$ cat src/rtl/cmd_source_params.svh
// constants for the network command source selector
`ifndef CMD_SOURCE_PARAMS_SVH
`define CMD_SOURCE_PARAMS_SVH
`define ADDR_CTRL        12'h000
`define ADDR_SRC         12'h004
`define ADDR_TERM_FUNC   12'h008
`define ADDR_STATUS      12'h00c
`define ADDR_PATH        12'h010
`define SRC_NET          2'h0
`define SRC_EXT          2'h1
`define SRC_EXT2         2'h2
`define FUNC_SWITCH      8'h43
`define FUNC_LOW         8'h00
`define FUNC_MID         8'h01
`define FUNC_HIGH        8'h02
`define FUNC_TERM4       8'h04
`define FUNC_THERMAL     8'h07
`define FUNC_RUN_EN      8'h0a
`define FUNC_PU_LOCK     8'h0c
`define FUNC_PID         8'h0e
`define FUNC_BRAKE       8'h0f
`define FUNC_FWD         8'h3c
`define FUNC_REV         8'h3d
`define FUNC_RESET       8'h3e
`define TERM_COUNT       7
`define WDR_RUN_WRITE    2'h2
`define RESET_SRC        32'h0000_0000
`endif

$ cat src/rtl/cmd_source_pkg.sv
// types for the network command source selector
package cmd_source_pkg;
  typedef enum logic [1:0] {
    src_network,
    src_terminal
  } src_sel_t;
endpackage : cmd_source_pkg

$ cat src/rtl/cmd_source_select.sv
// network command source selector with apb register access
//
// Decided for this implementation: the APB slave port and the register addresses.
`timescale 1ns/10ps
`include "cmd_source_params.svh"
module cmd_source_select
  import cmd_source_pkg::*;
(
  input  wire logic        sys_clk_i,
  input  wire logic        rst_b_i,
  input  wire logic        psel,
  input  wire logic        penable,
  input  wire logic        pwrite,
  input  wire logic [11:0] paddr,
  input  wire logic [31:0] pwdata,
  output logic      [31:0] prdata,
  output logic             pready,
  output logic             pslverr,
  input  wire logic [6:0]  term_pins_i,
  input  wire logic        net_start_fwd_i,
  input  wire logic        net_start_rev_i,
  input  wire logic        net_speed_valid_i,
  input  wire logic        net_sel_high_i,
  input  wire logic        net_sel_mid_i,
  input  wire logic        net_sel_low_i,
  input  wire logic        net_pid_valid_i,
  input  wire logic        net_brake_done_i,
  input  wire logic        net_term4_sel_i,
  input  wire logic        net_reset_req_i,
  input  wire logic        running_i,
  output logic             start_fwd_o,
  output logic             start_rev_o,
  output logic             speed_from_net_o,
  output logic             high_speed_o,
  output logic             mid_speed_o,
  output logic             low_speed_o,
  output logic             pid_valid_o,
  output logic             brake_open_done_o,
  output logic             term4_select_o,
  output logic             run_enable_o,
  output logic             thermal_relay_o,
  output logic             pu_interlock_o,
  output logic             drive_reset_o,
  output logic             op_from_net_o,
  output logic [1:0]       comm_path_o
);
  // terminal function codes for each of the seven input terminals
  logic [7:0]  term_func_r [`TERM_COUNT];
  logic [1:0]  op_cmd_source_param_r;
  logic [1:0]  speed_cmd_source_param_r;
  logic [1:0]  write_during_run_param_r;
  logic [1:0]  net_op_path_param_r;
  logic [1:0]  pu_op_path_param_r;
  logic [1:0]  op_src_act_r;
  logic [1:0]  speed_src_act_r;
  logic        switch_act_r;
  logic [6:0]  pins_s;
  logic        running_s;
  logic        wr_en;
  logic        rd_en;
  logic        addr_ok;
  logic        switch_assigned;
  logic        cmd_source_switch_in;
  logic        ext_op;
  logic        ext_speed;
  logic [31:0] rd_nxt;
  logic        hit_fwd;
  logic        hit_rev;
  logic        hit_high;
  logic        hit_mid;
  logic        hit_low;
  logic        hit_pid;
  logic        hit_brake;
  logic        hit_term4;
  logic        hit_run_en;
  logic        hit_thermal;
  logic        hit_pu_lock;
  logic        hit_reset;
  src_sel_t    op_sel;
  src_sel_t    speed_sel;

  // pins come from outside the clock domain
  input_sync #(.W(8)) u_sync (
    .sys_clk_i (sys_clk_i),
    .rst_b_i   (rst_b_i),
    .d_i       ({running_i, term_pins_i}),
    .q_o       ({running_s, pins_s})
  );

  function automatic logic is_ext(input logic [1:0] v);
    is_ext = (v == `SRC_EXT) || (v == `SRC_EXT2);
  endfunction : is_ext

  function automatic logic pin_of(input logic [7:0] code, input logic [6:0] pins,
                                  input logic [7:0] f [`TERM_COUNT]);
    logic hit;
    hit = 1'b0;
    for (int i = 0; i < `TERM_COUNT; i++)
      if (f[i] == code && pins[i])
        hit = 1'b1;
    pin_of = hit;
  endfunction : pin_of

  always_comb
  begin
    switch_assigned = 1'b0;
    for (int i = 0; i < `TERM_COUNT; i++)
      if (term_func_r[i] == `FUNC_SWITCH)
        switch_assigned = 1'b1;
  end

  assign cmd_source_switch_in = pin_of(`FUNC_SWITCH, pins_s, term_func_r);

  // every terminal function is looked up once and shared by the output stage
  always_comb
  begin
    hit_fwd     = pin_of(`FUNC_FWD, pins_s, term_func_r);
    hit_rev     = pin_of(`FUNC_REV, pins_s, term_func_r);
    hit_high    = pin_of(`FUNC_HIGH, pins_s, term_func_r);
    hit_mid     = pin_of(`FUNC_MID, pins_s, term_func_r);
    hit_low     = pin_of(`FUNC_LOW, pins_s, term_func_r);
    hit_pid     = pin_of(`FUNC_PID, pins_s, term_func_r);
    hit_brake   = pin_of(`FUNC_BRAKE, pins_s, term_func_r);
    hit_term4   = pin_of(`FUNC_TERM4, pins_s, term_func_r);
    hit_run_en  = pin_of(`FUNC_RUN_EN, pins_s, term_func_r);
    hit_thermal = pin_of(`FUNC_THERMAL, pins_s, term_func_r);
    hit_pu_lock = pin_of(`FUNC_PU_LOCK, pins_s, term_func_r);
    hit_reset   = pin_of(`FUNC_RESET, pins_s, term_func_r);
  end

  // apb: zero wait states, unmapped offsets answer with pslverr
  assign wr_en   = psel && penable && pwrite;
  assign rd_en   = psel && !pwrite;
  assign addr_ok = (paddr == `ADDR_CTRL) || (paddr == `ADDR_SRC) ||
                   (paddr == `ADDR_TERM_FUNC) || (paddr == `ADDR_STATUS) ||
                   (paddr == `ADDR_PATH);

  always_ff @(posedge sys_clk_i)
  begin
    if (!rst_b_i)
    begin
      op_cmd_source_param_r    <= `SRC_NET;
      speed_cmd_source_param_r <= `SRC_NET;
      write_during_run_param_r <= 2'h0;
      net_op_path_param_r      <= 2'h0;
      pu_op_path_param_r       <= 2'h0;
      for (int i = 0; i < `TERM_COUNT; i++)
        term_func_r[i] <= 8'h00;
    end
    else if (wr_en && addr_ok)
    begin
      if (paddr == `ADDR_CTRL)
        write_during_run_param_r <= pwdata[1:0];
      else if (paddr == `ADDR_SRC)
      begin
        // source params writable while running only in run-write mode
        if (!running_s || write_during_run_param_r == `WDR_RUN_WRITE)
        begin
          op_cmd_source_param_r    <= pwdata[1:0];
          speed_cmd_source_param_r <= pwdata[9:8];
        end
      end
      else if (paddr == `ADDR_TERM_FUNC)
      begin
        for (int i = 0; i < `TERM_COUNT; i++)
          if (pwdata[26:24] == 3'(i))
            term_func_r[i] <= pwdata[7:0];
      end
      else if (paddr == `ADDR_PATH)
      begin
        net_op_path_param_r <= pwdata[1:0];
        pu_op_path_param_r  <= pwdata[9:8];
      end
    end
  end

  // active sources only move while stopped, so a mid-run change waits
  always_ff @(posedge sys_clk_i)
  begin
    if (!rst_b_i)
    begin
      op_src_act_r    <= `SRC_NET;
      speed_src_act_r <= `SRC_NET;
      switch_act_r    <= 1'b1;
    end
    else if (!running_s)
    begin
      op_src_act_r    <= op_cmd_source_param_r;
      speed_src_act_r <= speed_cmd_source_param_r;
      switch_act_r    <= !switch_assigned || cmd_source_switch_in;
    end
  end

  // switch off forces terminals; otherwise the params decide
  always_comb
  begin
    op_sel    = src_network;
    speed_sel = src_network;
    if (!switch_act_r || is_ext(op_src_act_r))
      op_sel = src_terminal;
    if (!switch_act_r || is_ext(speed_src_act_r))
      speed_sel = src_terminal;
  end
  assign ext_op    = (op_sel == src_terminal);
  assign ext_speed = (speed_sel == src_terminal);

  // operation side: start and brake follow the operation source
  always_ff @(posedge sys_clk_i)
  begin
    if (!rst_b_i)
    begin
      start_fwd_o       <= 1'b0;
      start_rev_o       <= 1'b0;
      brake_open_done_o <= 1'b0;
      op_from_net_o     <= 1'b0;
    end
    else
    begin
      op_from_net_o     <= !ext_op;
      start_fwd_o       <= ext_op ? hit_fwd : net_start_fwd_i;
      start_rev_o       <= ext_op ? hit_rev : net_start_rev_i;
      brake_open_done_o <= ext_op ? hit_brake : net_brake_done_i;
    end
  end

  // speed side: selections follow the speed source
  always_ff @(posedge sys_clk_i)
  begin
    if (!rst_b_i)
    begin
      speed_from_net_o <= 1'b0;
      high_speed_o     <= 1'b0;
      mid_speed_o      <= 1'b0;
      low_speed_o      <= 1'b0;
      pid_valid_o      <= 1'b0;
      term4_select_o   <= 1'b0;
    end
    else
    begin
      speed_from_net_o <= !ext_speed && net_speed_valid_i;
      high_speed_o     <= ext_speed ? hit_high : net_sel_high_i;
      mid_speed_o      <= ext_speed ? hit_mid : net_sel_mid_i;
      low_speed_o      <= ext_speed ? hit_low : net_sel_low_i;
      pid_valid_o      <= ext_speed ? hit_pid : net_pid_valid_i;
      // terminal 4: no source at all under network speed, both otherwise
      term4_select_o   <= ext_speed && (hit_term4 || net_term4_sel_i);
    end
  end

  // fixed inputs never look at the sources; only drive reset checks the switch
  always_ff @(posedge sys_clk_i)
  begin
    if (!rst_b_i)
    begin
      run_enable_o    <= 1'b0;
      thermal_relay_o <= 1'b0;
      pu_interlock_o  <= 1'b0;
      drive_reset_o   <= 1'b0;
    end
    else
    begin
      run_enable_o    <= hit_run_en;
      thermal_relay_o <= hit_thermal;
      pu_interlock_o  <= hit_pu_lock;
      // comm reset only honoured while the switch is not holding terminals
      drive_reset_o   <= hit_reset || (switch_act_r && net_reset_req_i);
    end
  end

  // communication path choice passes straight through
  always_ff @(posedge sys_clk_i)
  begin
    if (!rst_b_i)
      comm_path_o <= 2'h0;
    else
      comm_path_o <= net_op_path_param_r;
  end

  always_comb
  begin
    rd_nxt = `RESET_SRC;
    if (paddr == `ADDR_CTRL)
      rd_nxt = {30'h0, write_during_run_param_r};
    else if (paddr == `ADDR_SRC)
      rd_nxt = {22'h0, speed_cmd_source_param_r, 6'h0, op_cmd_source_param_r};
    else if (paddr == `ADDR_STATUS)
      rd_nxt = {20'h0, switch_assigned, running_s, speed_src_act_r, 2'h0,
                op_src_act_r, 3'h0, switch_act_r};
    else if (paddr == `ADDR_PATH)
      rd_nxt = {22'h0, pu_op_path_param_r, 6'h0, net_op_path_param_r};
  end

  always_ff @(posedge sys_clk_i)
  begin
    if (!rst_b_i)
    begin
      prdata  <= 32'h0000_0000;
      pready  <= 1'b0;
      pslverr <= 1'b0;
    end
    else
    begin
      pready  <= psel && !penable;
      pslverr <= psel && !penable && !addr_ok;
      if (rd_en && !penable)
        prdata <= rd_nxt;
    end
  end
endmodule : cmd_source_select

$ cat src/rtl/input_sync.sv
// two-stage synchroniser for a bundle of pin inputs
`timescale 1ns/10ps
module input_sync #(
  parameter int W = 8
) (
  input  wire logic         sys_clk_i,
  input  wire logic         rst_b_i,
  input  wire logic [W-1:0] d_i,
  output logic      [W-1:0] q_o
);
  logic [W-1:0] meta_r;
  always_ff @(posedge sys_clk_i)
  begin
    if (!rst_b_i)
    begin
      meta_r <= '0;
      q_o    <= '0;
    end
    else
    begin
      meta_r <= d_i;
      q_o    <= meta_r;
    end
  end
endmodule : input_sync

$ cat config.mk
export PLATFORM = sky130hd
export DESIGN_NAME = cmd_source_select
export DESIGN_NICKNAME = d
export VERILOG_FILES = /design/src/rtl/cmd_source_pkg.sv /design/src/rtl/cmd_source_select.sv /design/src/rtl/input_sync.sv
export VERILOG_INCLUDE_DIRS = /design/src /design/src/rtl
export SDC_FILE = /design/constraint.sdc
export NUM_CORES = 1
export LEC_CHECK = 0
export BUFFER_PORTS_ARGS = -buffer_cell sky130_fd_sc_hd__buf_2
export CAP_MARGIN = 0
export CORE_ASPECT_RATIO = 2
export CORE_MARGIN = 4
export CORE_UTILIZATION = 59
export DETAILED_ROUTE_END_ITERATION = 8
export HOLD_SLACK_MARGIN = 0.02
export PLACE_DENSITY = 0.85
export SYNTH_ARGS = -nofsm -noshare
export SYNTH_HDL_FRONTEND = slang
export SYNTH_SLANG_ARGS = --single-unit
$ cat constraint.sdc
create_clock -name sys_clk_i -period 6.95 [get_ports sys_clk_i]
set_clock_uncertainty 0.2 [all_clocks]
set_input_delay 1.7375 -clock sys_clk_i [delete_from_list [all_inputs] [get_ports sys_clk_i]]
set_output_delay 1.7375 -clock sys_clk_i [all_outputs]
set_load 0.01 [all_outputs]
==> impl_results.md, run 1 <==
* TritonCTS buffer count at 17
* Leading area contributor after synthesis: dfxtp_1
* Largest family of logic cells by synthesized area: simple AND/OR/NAND/NOR gates
* Cell count after synthesis at 607
* Finished Core Util at 70.0%
* Buffers on Ports at 73
* Worst Setup Start Kind: input pin
* Layout cells sized above 1 at 17.9%
* Post-cts resize count at 0
* Syn Area/Cell at 9.02 µm²
* Leakage at 2.60 nW
* Overall Global Routing Usage at 33.1%
* Simple-Gate Fraction of Synth Area at 28.6%
* Placeable Area at 9010 µm²
* CP endpoint kind: register
* Synth top area share at between 40% and 50%
* Slew @ Worst Pin at 1.08 ns
* Synthesized cell area at 5480 µm²
* Post-Synth XOR/XNOR Area at 0.320%
* First-pass GRT wire length at ~28 mm
* TNS Setup at 0 ns
* Final min period at approximately 3.7 ns
* Internal cell power at 1.15 mW
* Synth Area in Compound Gates at 9.94%
* Most used DFF post-synth: dfxtp_1
* Hold Fails Final Rpt at 0
* Post-CTS setup buffers at 0
* DIE WIDTH at about 76 µm
* Psw at 394 µW
* Clock Latency Late Sink at 0.42 ns
* Detail Route Antenna Nets at 0
* CP required at 7.04 ns
* Synth area leaders: dfxtp_1 (41%), mux2i_1 (14%), nor2_1 (7.1%)
* Critical Path Fanout Max at 10
* Root Buffer: clkbuf_16
* Most common cell after layout, fill and taps aside: dfxtp_1
* DRC viols at 0
* Proportion of synthesized area in mux cells at 13.5%
* Pre-antenna DRT Iters at 6
* Row count at between 40 and 50
* Max transition margin at 27.2%
* Number of DRC markers in iteration 0 at around 340
* Power density cells at approximately 240 nW/µm²
* FF+latch count, synth at ~110
* Routed WL at about 18 mm
* Outcome: finished clean
* Share of flip-flops with an asynchronous set or reset at 0%
* Max_cap viols at 0
* Setup violators final at 0
* Placed insts at 752
* Largest net degree at the start of global routing at 59
* Register area share after synthesis at 41.3%
* Yosys warning count at 0
* Post-DP HPWL at 13.4 mm
* Fin. max-slew vios at 0
* CP arrival at 3.78 ns
* Switching part of the total at 25.6%
* Initial antenna violation count at 0
* Worst-path clk slew at 0.06 ns
* Vias per inst at 6.38
* Clock share of power at 52.3%
* RD Place Congestion at 0.985
* Crit share post-route at 53.0%
* Post-synth EDFFs at 0
* Hold bufs inserted after CTS at 0
* Vias in the first global route at 5114
* Starting density of the core at about three fifths
* Fmax at 0.272 GHz
* Num Clock Sinks at 113
* Floorplan die area at 11000 µm²
* Combinational power share at 4.8%
* Die height at 144 µm
* TritonCTS clock tree: yes
* Most frequent cells in the layout: dfxtp_1 (113), nor2_1 (103), mux2i_1 (74), buf_2 (73), nand2_1 (25)
* Diodes inserted at 0
* Via Count at 5004
* Max Root-Sink Buffers at 2
* Tightest Hold Check Type: register to register
* CTS H-tree depth at 4
* Critical path type: input pin to register
* Post-synth cell types at 59
* I/O pin cnt at between 100 and 150
* Total global routing overflow at 0
* Final std cells w/o fill at about 780
* Part of the power in registers at between 40% and 50%
* Post-synthesis adder-cell area fraction at 0%
* Max IR drop VDD at 0.295 mV
* Fillers at 730
* Layout Area Growth over Synthesis at 15.2%
* Routed len/inst at 22.9 µm
* RSZ-0062 raised after global routing: no
* Nets at ~740
[cells in the mapped netlist (11+ instances only)]
cell	number
nor2_1	103
dfxtp_1	113
mux2i_1	74
o21ai_0	14
nor3_1	11
nand2_1	25
clkbuf_1	23
nand4_1	14
nor2b_1	12
and2_1	23
a31oi_1	13
buf_4	25
nor3b_1	11
nand3_1	18
[critical path: stages]
cell	delay, ns
buf_2	0.11
nor4_4	0.39
nand4b_4	0.30
or4_1	0.90
mux2i_1	0.28
nor2_1	0.05
[layer usage]
layer	wire, µm	GRT usage [%]	vias up
met4	1750	30.0	0
li1	-	-	2275
met2	9460	60.5	271
met3	1040	7.73	101
met1	5670	29.4	2357
met5	0	0	-
[power by group through the flow]
| stage | sequential, mW | clock [mW] | combinational [mW] |
|---|---|---|---|
| after floorplan | 0.676 | 0 | 0.0476 |
| after global placement | 0.675 | 0 | 0.0698 |
| after detailed placement | 0.675 | 0 | 0.0721 |
| after CTS | 0.661 | 0.810 | 0.0723 |
| after global routing | 0.662 | 0.841 | 0.0794 |
| final | 0.662 | 0.805 | 0.0734 |
[cell families after synthesis]
kind of cell           count (synthesis)
AO/OA/AOI/OAI                         75
AND/OR/NAND/NOR                      278
multiplexers                          74
flip-flops                           113
XOR/XNOR                               2
other                                  1
buffers and inverters                 64
[worst paths after layout]
| check | start | end | slack, ns | cells after the start |
|---|---|---|---|---|
| setup / recovery | paddr[11] | term_func_r[24]$_SDFFE_PN0P_ | 3.27 | 6 |
| hold / removal | u_sync.meta_r[0]$_SDFF_PN0_ | u_sync.q_o[0]$_SDFF_PN0_ | 0.24 | 1 |
| setup reg to reg | u_sync.q_o[5]$_SDFF_PN0_ | term4_select_o$_SDFF_PN0_ | 4.34 | 5 |
| hold reg to reg | u_sync.meta_r[0]$_SDFF_PN0_ | u_sync.q_o[0]$_SDFF_PN0_ | 0.24 | 1 |
[state kept, by name, summed over array words and instances (netlist names), 8 cells and up]
| signal | count |
|---|---|
| u_sync.meta_r | 8 |
| u_sync.q_o | 8 |
| prdata | 8 |
| term_func_r | 56 |
[metrics by stage]
stage	total power [mW]	cell area [µm²]	hold slack, ns	setup slack (ns)
global route	1.58	6310	0.251	3.18
detailed placement	0.747	5760	0.225	2.86
floorplan	0.723	5560	0.206	3.35
CTS	1.54	6310	0.238	3.28
finish	1.54	6310	0.243	3.27
global placement	0.745	5760	0.214	2.93
[layout make-up]
type	count	area [µm²]	share of cell area (%)
inverter	10	37.5	0.595
clock buffer	17	425	6.74
tap	102	128	2.02
sequential	113	2260	35.8
multi-input combinational	453	2960	46.9
timing repair buffer	74	373	5.91
clock inverter	15	125	1.98
Power figures use the tool's default switching activity.
==> run 2: changes to the inputs <==
--- a/config.mk
+++ b/config.mk
@@ -10,10 +10,10 @@
 export CAP_MARGIN = 0
 export CORE_ASPECT_RATIO = 2
 export CORE_MARGIN = 4
-export CORE_UTILIZATION = 59
+export CORE_UTILIZATION = 49
 export DETAILED_ROUTE_END_ITERATION = 8
 export HOLD_SLACK_MARGIN = 0.02
-export PLACE_DENSITY = 0.85
+export PLACE_DENSITY = 0.76
 export SYNTH_ARGS = -nofsm -noshare
 export SYNTH_HDL_FRONTEND = slang
 export SYNTH_SLANG_ARGS = --single-unit
==> constraint.sdc (replaced) <==
create_clock -name sys_clk_i -period 3.3 [get_ports sys_clk_i]
set_clock_uncertainty 0.2 [all_clocks]
set_input_delay 0.825 -clock sys_clk_i [delete_from_list [all_inputs] [get_ports sys_clk_i]]
set_output_delay 0.825 -clock sys_clk_i [all_outputs]
set_load 0.01 [all_outputs]
==> impl_results.md, run 2 (same netlist as run 1, synthesis figures left out) <==
* CP required at 3.45 ns (-3.59 ns)
* Tightest Hold Check Type: register to register
* Number of DRC markers in iteration 0 at 368 (+8.9%)
* First-pass GRT wire length at 26.6 mm (-3.2%)
* M2 GR Usage at 49.7% (-11 points)
* Critical path origin: u_sync.q_o[5]$_SDFF_PN0_
* Row count at 54 (+10%)
* Setup slack after placement at 0.330 ns (-2.53 ns)
* Slew @ Worst Pin at 1.14 ns (+0.0619 ns)
* Most common cell after layout, fill and taps aside: dfxtp_1
* Max IR drop VDD at 0.391 mV (+33%)
* Layout Area Growth over Synthesis at 18.8%
* Floorplan die area at 13000 µm² (+19%)
* Leakage at 2.69 nW (+3.2%)
* Max_cap viols at 0 (unchanged)
* Finished Core Util at 59.5% (-11 points)
* Layout cells sized above 1 at 19.0% (+1.1 points)
* Initial antenna violation count at 0 (unchanged)
* TritonCTS clock tree: yes
* Largest net degree at the start of global routing at 45 (-24%)
* Reg with most FFs: term_func_r
* Clock Latency Late Sink at 0.42 ns (about the same)
* Post-cts resize count at 0 (unchanged)
* I/O pin cnt at 117 (unchanged)
* Power density cells at 531 nW/µm² (+120%)
* Via Count at 4986 (-0.36%)
* Fin. max-slew vios at 0 (unchanged)
* Starting density of the core at 50.0% (-11 points)
* Routed len/inst at 21.4 µm (-6.2%)
* CP arrival at 2.86 ns (-0.92 ns)
* CTS H-tree depth at 4 (unchanged)
* Buffers on Ports at 73 (unchanged)
* Detail Route Antenna Nets at 0 (unchanged)
* Outcome: finished clean
* Hold bufs inserted after CTS at 0 (unchanged)
* RSZ-0062 raised after global routing: no
* Vias in the first global route at 4899 (-4.2%)
* Placed insts at 799 (+6.3%)
* Placement Cell Area at 5890 µm² (+2.2%)
* GR Layer Usage met1 at 26.5% (-2.8 points)
* Final std cells w/o fill at 831 (+6.0%)
* Max Root-Sink Buffers at 2 (unchanged)
* Total global routing overflow at 0 (unchanged)
* Hold Fails Final Rpt at 0 (unchanged)
* Root Buffer: clkbuf_16
* Setup violators final at 0 (unchanged)
* Final min period at 2.71 ns
* Tot Pwr at 3.46 mW (+120%)
* Final instance area at 6510 µm² (+3.1%)
* Pre-antenna DRT Iters at 6 (unchanged)
* Max transition margin at 23.0% (-4.1 points)
* Post-DP HPWL at 13.5 mm (+0.28%)
* FF-to-FF Start: u_sync.q_o[5]$_SDFF_PN0_
* RD Place Congestion at 1.02 (+3.7%)
* TritonCTS buffer count at 17 (unchanged)
* Placeable Area at 10900 µm² (+21%)
* Num Clock Sinks at 113 (unchanged)
* CP endpoint kind: register
* Vias per inst at 6.00 (-6.0%)
* Most frequent cells in the layout: dfxtp_1 (113), nor2_1 (103), mux2i_1 (74), buf_2 (73), nand2_1 (25)
* DRC viols at 0 (unchanged)
* Routed WL at 17.8 mm (-0.57%)
* Final worst slack at 0.592 ns (-2.68 ns)
* GR peak layer: met2
* Post-CTS setup buffers at 0 (unchanged)
* Die height at 158 µm (+9.2%)
* Critical path type: register to register
* Max reg flops at 56 (unchanged)
* Diodes inserted at 0 (unchanged)
* Overall Global Routing Usage at 28.6% (-4.5 points)
* Nets at 745 (+1.2%)
* Hold_ws at 0.231 ns (-0.0119 ns)
* Fillers at 973 (+33%)
* DIE WIDTH at 82.8 µm (+8.7%)
* Critical Path Fanout Max at 5 (-5)
* Min-delay src: u_sync.meta_r[1]$_SDFF_PN0_
* Fmax at 0.369 GHz
* GR Util met3 at 6.01% (-1.7 points)
* Worst Setup Start Kind: register
* Worst-path clk slew at 0.06 ns (about the same)
* Crit share post-route at 82.1%
* TNS Setup at 0 ns (unchanged)
==> run 2: cell count changes in the layout (fill, tap and decap cells not counted), sizes merged <==
| cell | before | now |
|---|---|---|
| inv | 17 | 13 |
| clkinvlp | 3 | 2 |
| clkinv | 5 | 6 |
| buf | 74 | 83 |
| bufinv | 0 | 3 |
| clkbuf | 17 | 18 |
==> run 2: path summary, 6_finish.rpt <==
check	endpoint	slack [ns]	cells after the start
setup / recovery	pid_valid_o$_SDFF_PN0_	0.59	5
hold / removal	u_sync.q_o[1]$_SDFF_PN0_	0.23	1
setup reg to reg	pid_valid_o$_SDFF_PN0_	0.59	5
hold reg to reg	u_sync.q_o[1]$_SDFF_PN0_	0.23	1
==> run 2: where the power goes <==
group          leakage [nW]  switching (mW)  total (mW)  internal (mW)
sequential            0.917         0.00964        1.39           1.38
clock                 0.297           0.689        1.91           1.22
combinational          1.47           0.104       0.159         0.0554
total                  2.69           0.802        3.46           2.66
==> run 2: per-layer routing <==
| metal | vias up | wire [µm] |
|---|---|---|
| met5 | - | 0 |
| met4 | 0 | 1750 |
| met3 | 100 | 906 |
| met2 | 241 | 9460 |
| met1 | 2340 | 5710 |
| li1 | 2305 | - |
==> run 2: critical path, cell delays in order (launching register included) <==
cell      delay, ns
dfxtp_1        0.42
nor3b_1        0.49
nand4_1        0.23
o311ai_0       0.97
a221oi_1       0.11
a21oi_1        0.20
==> run 2: cell type report <==
cell class	instances	area (µm²)	area share (%)
multi-input cells	453	2960	45.5
flip-flops and latches	113	2260	34.8
repair buffers	83	453	6.96
clock buffers	18	439	6.75
clock inverters	14	180	2.77
well taps	140	175	2.69
inverters	10	37.5	0.577
==> run 3: changes to the inputs <==
--- a/config.mk
+++ b/config.mk
@@ -6,14 +6,15 @@
 export SDC_FILE = /design/constraint.sdc
 export NUM_CORES = 1
 export LEC_CHECK = 0
+export ABC_AREA = 1
 export BUFFER_PORTS_ARGS = -buffer_cell sky130_fd_sc_hd__buf_2
 export CAP_MARGIN = 0
 export CORE_ASPECT_RATIO = 2
 export CORE_MARGIN = 4
-export CORE_UTILIZATION = 49
+export CORE_UTILIZATION = 51
 export DETAILED_ROUTE_END_ITERATION = 8
 export HOLD_SLACK_MARGIN = 0.02
-export PLACE_DENSITY = 0.76
+export PLACE_DENSITY = 0.77
 export SYNTH_ARGS = -nofsm -noshare
 export SYNTH_HDL_FRONTEND = slang
 export SYNTH_SLANG_ARGS = --single-unit
==> constraint.sdc (replaced) <==
create_clock -name sys_clk_i -period 2.45 [get_ports sys_clk_i]
set_clock_uncertainty 0.2 [all_clocks]
set_input_delay 0.6125 -clock sys_clk_i [delete_from_list [all_inputs] [get_ports sys_clk_i]]
set_output_delay 0.6125 -clock sys_clk_i [all_outputs]
set_load 0.01 [all_outputs]
==> impl_results.md, run 3 <==
* Combinational power share at 6.1% (+1.5 points)
* GR peak layer: met2
* Worst-path cell chain: nor2_1 -> nand3_1 -> inv_2 -> nand2_1 -> o21ai_0 -> a31oi_1 -> a21oi_1
* Final min period at 1.98 ns (-0.732 ns)
* FF+latch count, synth at 113 (unchanged)
* Clock Latency Late Sink at 0.42 ns (about the same)
* GR Util met3 at 6.03% (+0.012 points)
* Post-cts resize count at 0 (unchanged)
* TNS Setup at 0 ns (unchanged)
* Overall Global Routing Usage at 28.3% (-0.27 points)
* Critical Path Fanout Max at 5 (unchanged)
* Max IR drop VDD at 0.501 mV (+28%)
* DIE WIDTH at 85.5 µm (+3.3%)
* Routed WL at 19.0 mm (+6.4%)
* Hold bufs inserted after CTS at 0 (unchanged)
* GR Layer Usage met1 at 27.1% (+0.51 points)
* Max_cap viols at 0 (unchanged)
* Fin. max-slew vios at 0 (unchanged)
* Initial antenna violation count at 0 (unchanged)
* Worst-path clk slew at 0.06 ns (about the same)
* Pre-antenna DRT Iters at 5 (-1)
* Routed len/inst at 16.0 µm (-26%)
* Detail Route Antenna Nets at 0 (unchanged)
* Synthesized cell area at 6120 µm² (+12%)
* DRC viols at 0 (unchanged)
* Top-count cell post-synth: nand2_1
* Root Buffer: clkbuf_16
* Buffers on Ports at 73 (unchanged)
* Via Count at 6096 (+22%)
* Slew @ Worst Pin at 0.572 ns (-0.568 ns)
* Placement Cell Area at 6520 µm² (+11%)
* Post-synth cell types at 40 (-32%)
* M2 GR Usage at 49.4% (-0.37 points)
* Total global routing overflow at 0 (unchanged)
* Largest net degree at the start of global routing at 58 (+29%)
* Leakage at 3.84 nW (+43%)
* Synth top area share at 37.0% (-4.4 points)
* Row count at 56 (+3.7%)
* Critical path origin: term_func_r[4]$_SDFFE_PN0P_
* First-pass GRT wire length at 29.7 mm (+12%)
* Register area share after synthesis at 37.0% (-4.4 points)
* RD Place Congestion at 1.08 (+5.5%)
* Most used DFF post-synth: dfxtp_1
* Leading area contributor after synthesis: dfxtp_1
* Outcome: finished clean
* Hold Fails Final Rpt at 0 (unchanged)
* Worst reg-to-reg path cell count at 7 (+2)
* Post-DP HPWL at 14.4 mm (+7.2%)
* Starting density of the core at 52.0% (+2.0 points)
* Power density cells at 644 nW/µm² (+21%)
* Slowest-stage cell, CP: o21ai_0
* Critical path's largest stage delay at 0.47 ns (-0.50 ns)
* Num Clock Sinks at 113 (unchanged)
* Final instance area at 7110 µm² (+9.2%)
* CP endpoint kind: register
* Worst Setup Start Kind: register
* Crit share post-route at 80.6% (-1.4 points)
* Yosys warning count at 0 (unchanged)
* TritonCTS buffer count at 17 (unchanged)
* I/O pin cnt at 117 (unchanged)
* Layout Area Growth over Synthesis at 16.1%
* Psw at 1.12 mW (+40%)
* Reg2reg end: low_speed_o$_SDFF_PN0_
* Number of DRC markers in iteration 0 at 414 (+13%)
* Vias per inst at 5.13 (-14%)
* Cell count after synthesis at 950 (+57%)
* CP arrival at 2.12 ns (-0.74 ns)
* Flop-to-flop setup slack at 0.47 ns (-0.12 ns)
* Most frequent cells in the layout: nand2_1 (230), nor2_1 (213), inv_1 (128), dfxtp_1 (113), buf_2 (73)
* FF-to-FF Start: term_func_r[4]$_SDFFE_PN0P_
* Final worst slack at 0.475 ns (-0.118 ns)
* Placeable Area at 11800 µm² (+7.5%)
* Nets at 1097 (+47%)
* Critical path type: register to register
* Max transition margin at 61.5% (+38 points)
* Post-synth EDFFs at 0 (unchanged)
* Max Root-Sink Buffers at 2 (unchanged)
* Switching part of the total at 24.5% (+1.3 points)
* Hold Crit Depth at 3 (+2)
* Layout cells sized above 1 at 13.8% (-5.2 points)
* Setup violators final at 0 (unchanged)
* Vias in the first global route at 5963 (+22%)
* Fmax at 0.506 GHz (+37%)
* TritonCTS clock tree: yes
* RSZ-0062 raised after global routing: no
* Floorplan die area at 13900 µm² (+6.9%)
* Share of flip-flops with an asynchronous set or reset at 0% (unchanged)
* Diodes inserted at 0 (unchanged)
* Post-CTS setup buffers at 0 (unchanged)
* Part of the power in registers at 41.1% (+0.8 points)
* End of the critical path: low_speed_o$_SDFF_PN0_
* Most instantiated cells after synthesis: nand2_1 (230), nor2_1 (213), inv_1 (128)
* Clock share of power at 52.7% (-2.4 points)
* Tightest Hold Check Type: input pin to register
* Synth area leaders: dfxtp_1 (37%), nand2_1 (14%), nor2_1 (13%)
* Reg with most FFs: term_func_r
* Setup slack after placement at 0.0858 ns (-0.244 ns)
* Internal cell power at 3.46 mW (+30%)
* Die height at 163 µm (+3.5%)
* Most common cell after layout, fill and taps aside: nand2_1
* CP required at 2.59 ns (-0.86 ns)
* CTS H-tree depth at 4 (unchanged)
* Max reg flops at 56 (unchanged)
* Syn Area/Cell at 6.44 µm² (-29%)
run 3: cell type report:
| class | count | area, µm² |
|---|---|---|
| multi-input combinational | 677 | 3100 |
| tap | 145 | 181 |
| clock buffer | 21 | 480 |
| clock inverter | 11 | 105 |
| inverter | 138 | 532 |
| fill | 1145 | 4660 |
| timing repair buffer | 83 | 453 |
| sequential | 113 | 2260 |
run 3: kinds of logic (layout without fill, tap and decap cells):
| kind of cell | Yosys count | count (layout) | synth area share [%] |
|---|---|---|---|
| buffers and inverters | 183 | 253 | 13.9 |
| AOI/OAI and AO/OA | 64 | 64 | 5.80 |
| other | 1 | 24 | 0.0613 |
| DFF | 113 | 113 | 37.0 |
| and+or+nand+nor | 587 | 587 | 43.0 |
| xor gates and xnor gates | 2 | 2 | 0.286 |
run 3: worst min-delay path by stage:
stage	from	to	slack [ns]
after global routing	term_pins_i[0]	u_sync.meta_r[0]$_SDFF_PN0_	0.20
after CTS	term_pins_i[1]	u_sync.meta_r[1]$_SDFF_PN0_	0.17
after detailed placement	u_sync.meta_r[0]$_SDFF_PN0_	u_sync.q_o[0]$_SDFF_PN0_	0.19
final	term_pins_i[1]	u_sync.meta_r[1]$_SDFF_PN0_	0.17
after floorplan	u_sync.meta_r[4]$_SDFF_PN0_	u_sync.q_o[4]$_SDFF_PN0_	0.19
after global placement	u_sync.meta_r[7]$_SDFF_PN0_	u_sync.q_o[7]$_SDFF_PN0_	0.19
run 3: per-layer routing:
layer,up-vias,part of all wire [%]
met5,-,0
met4,0,10
met3,87,5.9
met2,247,49
met1,2670,34
li1,3092,-
run 3: through the flow:
step	util [%]	hold WS, ns	std cells	total power, mW
after floorplan	-	0.186	973	2.09
after global placement	55.4	0.192	1156	2.20
after detailed placement	55.4	0.195	1156	2.20
after CTS	60.4	0.169	1188	4.59
after global routing	60.4	0.195	1188	4.70
final	60.4	0.174	1188	4.58
run 3: power by group through the flow:
| stage | combinational (mW) | clock, mW | sequential (mW) |
|---|---|---|---|
| global placement | 0.275 | 0 | 1.92 |
| finish | 0.281 | 2.42 | 1.88 |
| detailed placement | 0.276 | 0 | 1.92 |
| floorplan | 0.161 | 0 | 1.93 |
| global route | 0.307 | 2.50 | 1.89 |
| CTS | 0.277 | 2.43 | 1.88 |
run 3: worst max-delay path: cells and delay by family (launching register included):
| family | cells | cell delay [ns] |
|---|---|---|
| compound gates | 3 | 0.76 |
| buf+inv | 1 | 0.13 |
| flops | 1 | 0.32 |
| simple gates | 3 | 0.50 |
